==> config.mk <==
export PLATFORM = sky130hd
export DESIGN_NAME = lpmc_top
export DESIGN_NICKNAME = d
export VERILOG_FILES = /design/src/rtl/lpmc_pkg.sv /design/src/rtl/lpmc_top.sv
export VERILOG_INCLUDE_DIRS = /design/src /design/src/rtl
export SDC_FILE = /design/constraint.sdc
export NUM_CORES = 1
export LEC_CHECK = 0
export BUFFER_PORTS_ARGS = -buffer_cell sky130_fd_sc_hd__buf_2
export CORE_ASPECT_RATIO = 1.5
export CORE_MARGIN = 2
export CORE_UTILIZATION = 43
export CTS_BUF_LIST = sky130_fd_sc_hd__clkbuf_8
export CTS_CLUSTER_SIZE = 8
export DETAILED_ROUTE_END_ITERATION = 10
export PLACE_DENSITY = 0.68
export SYNTH_ARGS = -nofsm -noshare
export SYNTH_HDL_FRONTEND = slang
export SYNTH_SLANG_ARGS = --single-unit
==> constraint.sdc <==
create_clock -name core_clk_in -period 2.38 [get_ports core_clk_in]
set_clock_uncertainty 0.05 [all_clocks]
set_input_delay 0 -clock core_clk_in [delete_from_list [all_inputs] [get_ports core_clk_in]]
set_output_delay 0 -clock core_clk_in [all_outputs]
set_load 0.02 [all_outputs]
==> src/rtl/lpmc_consts.svh <==
`ifndef LPMC_CONSTS_SVH
`define LPMC_CONSTS_SVH

// ----------------------------------------------------------------
// Register map (word addresses, Avalon byte address / 4)
// ----------------------------------------------------------------
`define LPMC_ADDR_W          2
`define LPMC_OFS_CTRL_FIRST  2'h0
`define LPMC_OFS_CTRL_SECOND 2'h1
`define LPMC_OFS_STATUS      2'h2

// ----------------------------------------------------------------
// Field positions
// ----------------------------------------------------------------
`define LPMC_F1_STBY         7
`define LPMC_F1_STS_HI       6
`define LPMC_F1_STS_LO       4
`define LPMC_F1_LOW_SPEED_ON_BIT         3
`define LPMC_F2_SUBSLEEP_SELECT_BIT        7
`define LPMC_F2_DIRECT_TRANSITION_BIT         5
`define LPMC_F2_MA_HI        4
`define LPMC_F2_MA_LO        2
`define LPMC_F2_SA_HI        1
`define LPMC_F2_SA_LO        0

// ----------------------------------------------------------------
// Reset values
// ----------------------------------------------------------------
`define LPMC_RST_CTRL_FIRST  8'h00
`define LPMC_RST_CTRL_SECOND 8'h00

// ----------------------------------------------------------------
// Timing and mode codes
// ----------------------------------------------------------------
`define LPMC_DT_PROC_CYC     16'h0003
`define LPMC_CNT_W           16
`define LPMC_MODE_ACTIVE     3'h0
`define LPMC_MODE_SUBACT     3'h1
`define LPMC_MODE_SLEEP      3'h2
`define LPMC_MODE_SUBSLEEP   3'h3
`define LPMC_MODE_STANDBY    3'h4
`define LPMC_MODE_OSCWAIT    3'h5
`define LPMC_MODE_DTPROC     3'h6
`define LPMC_MODE_RESET      3'h7

`endif

==> src/rtl/lpmc_pkg.sv <==
package lpmc_pkg;

  typedef enum logic [2:0] {
    S_ACTIVE, S_SUBACT, S_SLEEP, S_SUBSLEEP, S_STANDBY, S_OSCWAIT, S_DTPROC, S_RESET
  } lpmc_state_t;

  // Power control bundle towards clock generator, CPU and ports
  typedef struct packed {
    logic       cpu_run;
    logic       cpu_reset;
    logic       periph_clk_en;
    logic       timer_a_run;
    logic       sys_osc_en;
    logic       io_hiz;
    logic       io_hold;
    logic       clk_src_sub;
    logic [2:0] active_speed;
    logic [1:0] sub_speed;
  } lpmc_pwr_ctl_t;

  // CPU side request bundle
  typedef struct packed {
    logic sleep_exec;
    logic int_mask;
    logic irq_pending;
    logic dt_irq_en;
  } lpmc_cpu_req_t;

endpackage : lpmc_pkg

==> src/rtl/lpmc_top.sv <==
`timescale 1ns/10ps
`include "lpmc_consts.svh"
module lpmc_top #(
  parameter logic [15:0] STBY_WAIT_MAX = 16'h2000
) (
  input  wire logic                    core_clk_in,
  input  wire logic                    rst_b_in,
  input  wire logic [`LPMC_ADDR_W-1:0] avs_address_in,
  input  wire logic                    avs_read_in,
  input  wire logic                    avs_write_in,
  input  wire logic [31:0]             avs_writedata_in,
  input  wire logic [3:0]              avs_byteenable_in,
  output logic      [31:0]             avs_readdata_out,
  output logic                         avs_waitrequest_out,
  input  wire lpmc_pkg::lpmc_cpu_req_t cpu_req_in,
  input  wire logic                    chip_init_pin_n_in,
  output lpmc_pkg::lpmc_pwr_ctl_t      pwr_ctl_out,
  output logic                         exc_start_out,
  output logic                         dt_exc_start_out,
  output logic                         periph_reset_out
);
  import lpmc_pkg::*;
  lpmc_state_t               state;
  lpmc_state_t               next_state;
  logic [7:0]                power_ctrl_first;
  logic [7:0]                power_ctrl_second;
  logic [2:0]                act_speed_eff;
  logic [1:0]                sub_speed_eff;
  logic                      wake_locked;
  logic                      dt_to_sub;
  logic                      dt_from_sub;
  logic                      dt_pending;
  logic [`LPMC_CNT_W-1:0]    cnt;
  logic                      bus_ack;
  logic                      wake_ok;
  logic                      cnt_done;
  logic                      sleep_go;
  logic                      dt_take;
  logic                      low_speed_on_bit;
  logic                      standby_select_bit;
  logic                      subsleep_select_bit;
  logic                      direct_transition_bit;
  logic [2:0]                standby_timer_field;
  logic [`LPMC_CNT_W-1:0]    stby_wait;
  lpmc_pwr_ctl_t             next_ctl;

  function automatic logic [2:0] mode_code(input lpmc_state_t s);
    unique case (s)
      S_ACTIVE:   mode_code = `LPMC_MODE_ACTIVE;
      S_SUBACT:   mode_code = `LPMC_MODE_SUBACT;
      S_SLEEP:    mode_code = `LPMC_MODE_SLEEP;
      S_SUBSLEEP: mode_code = `LPMC_MODE_SUBSLEEP;
      S_STANDBY:  mode_code = `LPMC_MODE_STANDBY;
      S_OSCWAIT:  mode_code = `LPMC_MODE_OSCWAIT;
      S_DTPROC:   mode_code = `LPMC_MODE_DTPROC;
      S_RESET:    mode_code = `LPMC_MODE_RESET;
    endcase
  endfunction : mode_code
  function automatic lpmc_state_t halt_mode(input logic subsleep);
    halt_mode = subsleep ? S_SUBSLEEP : S_SLEEP;
  endfunction : halt_mode

  assign low_speed_on_bit      = power_ctrl_first[`LPMC_F1_LOW_SPEED_ON_BIT];
  assign standby_select_bit    = power_ctrl_first[`LPMC_F1_STBY];
  assign standby_timer_field   = power_ctrl_first[`LPMC_F1_STS_HI:`LPMC_F1_STS_LO];
  assign subsleep_select_bit   = power_ctrl_second[`LPMC_F2_SUBSLEEP_SELECT_BIT];
  assign direct_transition_bit = power_ctrl_second[`LPMC_F2_DIRECT_TRANSITION_BIT];
  assign stby_wait             = STBY_WAIT_MAX >> standby_timer_field;
  assign cnt_done              = (cnt == '0);
  assign sleep_go = cpu_req_in.sleep_exec && (state == S_ACTIVE || state == S_SUBACT);
  assign wake_ok  = cpu_req_in.irq_pending && !cpu_req_in.int_mask && !wake_locked;
  assign dt_take  = direct_transition_bit && !cpu_req_in.int_mask && cpu_req_in.dt_irq_en;

  // ----------------------------------------------------------------
  // Avalon-MM slave
  // ----------------------------------------------------------------
  assign avs_waitrequest_out = (avs_read_in || avs_write_in) && !bus_ack;

  always_ff @(posedge core_clk_in) begin
    if (!rst_b_in) begin
      bus_ack <= 1'b0;
    end else begin
      bus_ack <= (avs_read_in || avs_write_in) && !bus_ack;
    end
  end

  always_ff @(posedge core_clk_in) begin
    if (!rst_b_in) begin
      power_ctrl_first  <= `LPMC_RST_CTRL_FIRST;
      power_ctrl_second <= `LPMC_RST_CTRL_SECOND;
    end else if (avs_write_in && bus_ack && avs_byteenable_in[0]) begin
      if (avs_address_in == `LPMC_OFS_CTRL_FIRST) begin
        power_ctrl_first <= avs_writedata_in[7:0];
      end
      if (avs_address_in == `LPMC_OFS_CTRL_SECOND) begin
        power_ctrl_second <= avs_writedata_in[7:0];
      end
    end
  end

  always_ff @(posedge core_clk_in) begin
    if (!rst_b_in) begin
      avs_readdata_out <= 32'h0;
    end else if (avs_read_in && !bus_ack) begin
      unique case (avs_address_in)
        `LPMC_OFS_CTRL_FIRST:  avs_readdata_out <= {24'h0, power_ctrl_first};
        `LPMC_OFS_CTRL_SECOND: avs_readdata_out <= {24'h0, power_ctrl_second};
        `LPMC_OFS_STATUS:      avs_readdata_out <= {23'h0, wake_locked, sub_speed_eff,
                                                   act_speed_eff, mode_code(state)};
        default:               avs_readdata_out <= 32'h0;
      endcase
    end
  end

  // ----------------------------------------------------------------
  // Mode sequencer
  // ----------------------------------------------------------------
  always_comb begin
    next_state = state;
    if (!chip_init_pin_n_in) begin
      next_state = S_RESET;
    end else begin
      unique case (state)
        S_ACTIVE, S_SUBACT: begin
          if (sleep_go) begin
            if (direct_transition_bit) begin
              next_state = dt_take ? S_DTPROC : halt_mode(subsleep_select_bit);
            end else if (standby_select_bit) begin
              next_state = S_STANDBY;
            end else begin
              next_state = halt_mode(subsleep_select_bit);
            end
          end
        end
        S_SLEEP, S_SUBSLEEP: begin
          if (wake_ok) begin
            next_state = low_speed_on_bit ? S_SUBACT : S_ACTIVE;
          end
        end
        S_STANDBY: begin
          if (wake_ok) begin
            next_state = S_OSCWAIT;
          end
        end
        S_OSCWAIT: begin
          if (cnt_done) begin
            next_state = S_ACTIVE;
          end
        end
        S_DTPROC: begin
          if (cnt_done) begin
            next_state = dt_to_sub ? S_SUBACT : (dt_from_sub ? S_OSCWAIT : S_ACTIVE);
          end
        end
        S_RESET: begin
          next_state = S_ACTIVE;
        end
      endcase
    end
  end

  always_ff @(posedge core_clk_in) begin
    if (!rst_b_in) begin
      state <= S_ACTIVE;
    end else begin
      state <= next_state;
    end
  end

  always_ff @(posedge core_clk_in) begin
    if (!rst_b_in) begin
      cnt <= '0;
    end else if (next_state == S_DTPROC && state != S_DTPROC) begin
      cnt <= `LPMC_DT_PROC_CYC - 16'h0001;
    end else if (next_state == S_OSCWAIT && state != S_OSCWAIT) begin
      cnt <= (stby_wait == '0) ? '0 : stby_wait - 16'h0001;
    end else if (!cnt_done) begin
      cnt <= cnt - 16'h0001;
    end
  end

  always_ff @(posedge core_clk_in) begin
    if (!rst_b_in) begin
      wake_locked   <= 1'b0;
      dt_to_sub     <= 1'b0;
      dt_from_sub   <= 1'b0;
      dt_pending    <= 1'b0;
      act_speed_eff <= 3'h0;
      sub_speed_eff <= 2'h0;
    end else begin
      if (state == S_RESET) begin
        wake_locked <= 1'b0;
      end else if (sleep_go && direct_transition_bit && cpu_req_in.int_mask) begin
        wake_locked <= 1'b1;
      end
      if (sleep_go) begin
        act_speed_eff <= power_ctrl_second[`LPMC_F2_MA_HI:`LPMC_F2_MA_LO];
        sub_speed_eff <= power_ctrl_second[`LPMC_F2_SA_HI:`LPMC_F2_SA_LO];
        dt_to_sub     <= low_speed_on_bit;
        dt_from_sub   <= (state == S_SUBACT);
        dt_pending    <= (next_state == S_DTPROC);
      end else if (next_state == S_ACTIVE || next_state == S_SUBACT) begin
        dt_pending    <= 1'b0;
      end
    end
  end

  // ----------------------------------------------------------------
  // Outputs
  // ----------------------------------------------------------------
  always_comb begin
    next_ctl              = '0;
    next_ctl.active_speed = act_speed_eff;
    next_ctl.sub_speed    = sub_speed_eff;
    unique case (next_state)
      S_ACTIVE: begin
        next_ctl.cpu_run = 1'b1;
        next_ctl.periph_clk_en = 1'b1;
        next_ctl.timer_a_run = 1'b1;
        next_ctl.sys_osc_en = 1'b1;
      end
      S_SUBACT: begin
        next_ctl.cpu_run = 1'b1;
        next_ctl.periph_clk_en = 1'b1;
        next_ctl.timer_a_run = 1'b1;
        next_ctl.clk_src_sub = 1'b1;
      end
      S_SLEEP: begin
        next_ctl.periph_clk_en = 1'b1;
        next_ctl.timer_a_run = 1'b1;
        next_ctl.sys_osc_en = 1'b1;
      end
      S_SUBSLEEP: begin
        next_ctl.timer_a_run = 1'b1;
        next_ctl.io_hold = 1'b1;
        next_ctl.clk_src_sub = 1'b1;
      end
      S_STANDBY: begin
        next_ctl.io_hiz = 1'b1;
      end
      S_OSCWAIT: begin
        next_ctl.sys_osc_en = 1'b1;
        next_ctl.io_hiz = dt_pending ? 1'b0 : 1'b1;
      end
      S_DTPROC: begin
        next_ctl.periph_clk_en = 1'b1;
        next_ctl.timer_a_run = 1'b1;
        next_ctl.sys_osc_en = !dt_from_sub || !dt_to_sub;
        next_ctl.clk_src_sub = dt_from_sub;
      end
      S_RESET: begin
        next_ctl.cpu_reset = 1'b1;
        next_ctl.sys_osc_en = 1'b1;
      end
    endcase
  end

  always_ff @(posedge core_clk_in) begin
    if (!rst_b_in) begin
      pwr_ctl_out      <= '0;
      exc_start_out    <= 1'b0;
      dt_exc_start_out <= 1'b0;
      periph_reset_out <= 1'b0;
    end else begin
      pwr_ctl_out      <= next_ctl;
      exc_start_out    <= chip_init_pin_n_in && !dt_pending &&
                          (state == S_SLEEP || state == S_SUBSLEEP || state == S_OSCWAIT) &&
                          (next_state == S_ACTIVE || next_state == S_SUBACT);
      dt_exc_start_out <= chip_init_pin_n_in && dt_pending &&
                          (state == S_DTPROC || state == S_OSCWAIT) &&
                          (next_state == S_ACTIVE || next_state == S_SUBACT);
      periph_reset_out <= (next_state != state) && subsleep_select_bit;
    end
  end
endmodule : lpmc_top

==> flow_summary.toml <==
[run_status]
status = "completed"

[final_layout]
syn_to_final_growth_pct = 16.45
fin_area_sq_um = 4030
nets = 496
diodes = 0
drive_gt1_share_pct = 20.97
fin_util_pct = 50.97

[global_routing]
grt_max_degree = 34
grt_pass1_wl_mm = 13.30
grt_pass1_vias = 2763
track_usage_pct = 19.40
antenna_found_initial = 0
overflow = 0

[yosys]
yosys_warnings = 0
synth.most_common_cell = "dfxtp_1"
yosysTopAreaCellShare_pct = 40.49
yosysTopAreaCell = "dfxtp_1"
yosys-top-cells-count = "dfxtp_1 (70), nor2_1 (55), a21oi_1 (30), nand2_1 (29), mux2i_1 (27)"
synthesis.area_sq_um = 3461
synthArstFlopShare_pct = 0
synth_ff_type = "dfxtp_1"
synth_area_leaders = "dfxtp_1 (40%), mux2i_1 (7.8%), nor2_1 (6.0%)"
synth_seq_area_share_pct = 40.49
synth_area_per_cell_sq_um = 8.829
synth_cells = 392
synthDistinctLibCells = 63
synth-seq-cells = 70
synth_edf_count = 0

[sta]
slew_headroom_pct = 57.51
period_share_pct = 92.45
worst_slack_ns = 0.1796
hold_viol_final = 0
rsz0062_at_grt = "no"
setup_viol = 0
clock.fmax_mhz = 454.5
tightest_slew_ns = 0.6354
min_period_ns = 2.200
drv_slew = 0
setup_tns_ns = 0

[power]
power_density_nw_per_um2 = 894.0
seqPwrFrac_pct = 39.9
p_leak_nw = 1.736
pwr-share-comb_pct = 33.1
power_frac_clock_pct = 27.0
switching_share_pct = 35.20
fin_total_pwr_mw = 3.603
peakVddDrop_v = 0.0004123
p_sw_mw = 1.268
intPower_mw = 2.335

[job]
drv_cap = 0

[placement]
place.gp.congestion = 0.8498
dpl_worst_slack_ns = 0.1283
io_buffers = 45
dpl_cell_area_sq_um = 3704
hpwl_mm = 5.800

[floorplanning]
core_area_sq_um = 7908
start_util_pct = 43.77
ios = 96
fp-row-count = 40
fp.dieW_microns = 77.25
fp.dieH_microns = 113.9
dieArea_sq_um = 8797

[critical_path]
crit_family = "simple AND/OR/NAND/NOR gates"
timing.critical_path.buf_inv = 1
r2r.worst_path.cells = 8
r2r_end = "cnt[6]$_SDFFE_PP0P_"
r2r-start = "cnt[0]$_SDFFE_PP0P_"
endpoint_kind = "flop"
rrSetupSlack_ns = 0.18
critPathLaunchType = "flop"
worst-path-stages = 8
cpMaxStageDelayCell = "nor3_2"
crit_chain = "inv_1 -> ha_1 -> nor2b_2 -> nand4_1 -> nor3_2 -> o21a_2 -> a22oi_1 -> a211oi_1"
slowest_delay_ns = 0.36
cp_data_required_time_ns = 2.58
worst-path-max-fanout = 7
path_class = "reg -> reg"
cp.arrival_ns = 2.40
crit_path_start = "cnt[0]$_SDFFE_PP0P_"
endpoint = "cnt[6]$_SDFFE_PP0P_"

[min_path]
hp-start = "rst_b_in"
hp-class = "in -> reg"

[cts]
htreeDepth = 3
cts_tree = "yes"
root_buffer = "clkbuf_8"
numCtsBuffers = 9
cts.path.max_buffers = 2
numClockSinks = 70
clkTransAtPathRegs_ns = 0.07
clock_latency_ns = 0.36

[drt]
routed_wl_mm = 8.120
post_drt_wl_per_cell_microns = 14.55
route.detailed.drc = 0
drtPass1Iterations = 4
num_vias = 2871
ant_nets = 0
routed_via_density = 5.145
drt_iter0_markers = 208
[cells by family after synthesis]
logic type                 after synthesis  synth area share [%]
xor gates and xnor gates                13                 3.290
adders and majority gates                1                0.3615
muxes                                   28                 8.134
DFF                                     70                 40.49
other                                    1                0.1084
and+or+nand+nor                        153                 23.10
buffers and inverters                   53                 8.821
AOI/OAI and AO/OA                       73                 15.69
[sequential cells by signal (all words and copies together), names as in the netlist, 2 cells and up]
signal,cells
power_ctrl_first,8
state,3
sub_speed_eff,2
avs_readdata_out,9
pwr_ctl_out,13
act_speed_eff,3
power_ctrl_second,8
cnt,16
[power by group through the flow]
stage	registers [mW]	logic, mW	clock network (mW)
floorplan	1.46	0.921	0
global placement	1.45	1.14	0
detailed placement	1.46	1.16	0
CTS	1.43	1.19	0.989
global route	1.45	1.32	1.04
finish	1.44	1.19	0.972
[layout make-up]
type | instances | area, sq um
flip-flops and latches | 70 | 1401
clock inverters | 5 | 48.80
multi-input cells | 291 | 1843
fillers | 774 | 3877
inverters | 9 | 33.78
repair buffers | 67 | 420.4
clock buffers | 11 | 151.4
well taps | 105 | 131.4
[cells in the final DEF, fill, tap and decap left out, types with 3 or more instances in the layout]
cell	netlist	final
nor2b_1	5	4
nor4_1	3	3
inv_1	8	9
and2_1	6	6
nor2_1	55	55
nand4_1	7	7
nand2b_1	3	3
a211oi_1	12	12
clkinv_2	0	3
dfxtp_1	70	70
conb_1	1	23
a21oi_1	30	29
mux2i_1	27	27
dlygate4sd3_1	0	12
o22ai_1	3	3
nor3b_1	3	3
xnor2_1	5	5
nand2_1	29	29
o21ai_0	6	6
nand3b_1	3	3
buf_2	3	45
nor3_1	5	5
nand3_1	11	11
xor2_1	8	8
buf_4	25	10
clkbuf_8	0	11
[routing by layer]
layer / GRT usage (%) / wire, microns / vias to the layer above / part of all wire [%]
li1: - / - / 1444 / -
met1: 21.08 / 3155 / 1325 / 39
met2: 34.96 / 4352 / 84 / 54
met3: 2.611 / 337 / 18 / 4.2
met4: 12.62 / 275 / 0 / 3.4
met5: 0 / 0 / - / 0
[metrics by stage]
stage / hold slack (ns) / instances
finish: 0.01570 / 558
detailed placement: 0.2033 / 530
floorplan: 0.09394 / 414
global route: 0.04146 / 558
global placement: 0.1952 / 530
CTS: 0.01148 / 558
[worst min-delay path by stage]
stage                                                   to  slack (ns)  cells after the start
after floorplan           power_ctrl_first[0]$_SDFFE_PN0P_        0.09                      2
after global placement    power_ctrl_first[6]$_SDFFE_PN0P_        0.20                      3
after detailed placement  power_ctrl_first[2]$_SDFFE_PN0P_        0.20                      3
after CTS                              cnt[1]$_SDFFE_PN0P_        0.01                      2
after global routing               dt_pending$_SDFFE_PN0P_        0.04                      2
final                                  cnt[1]$_SDFFE_PN0P_        0.02                      2
[timing repair]
item / in CTS / in global routing
hold endpoints to repair: 22 / 0
setup endpoints to repair: 0 / 14
setup buffers: 0 / 0
resized for setup: 0 / 2
hold buffers: 12 / 0
Note: power is estimated with default switching activity, not from simulation.
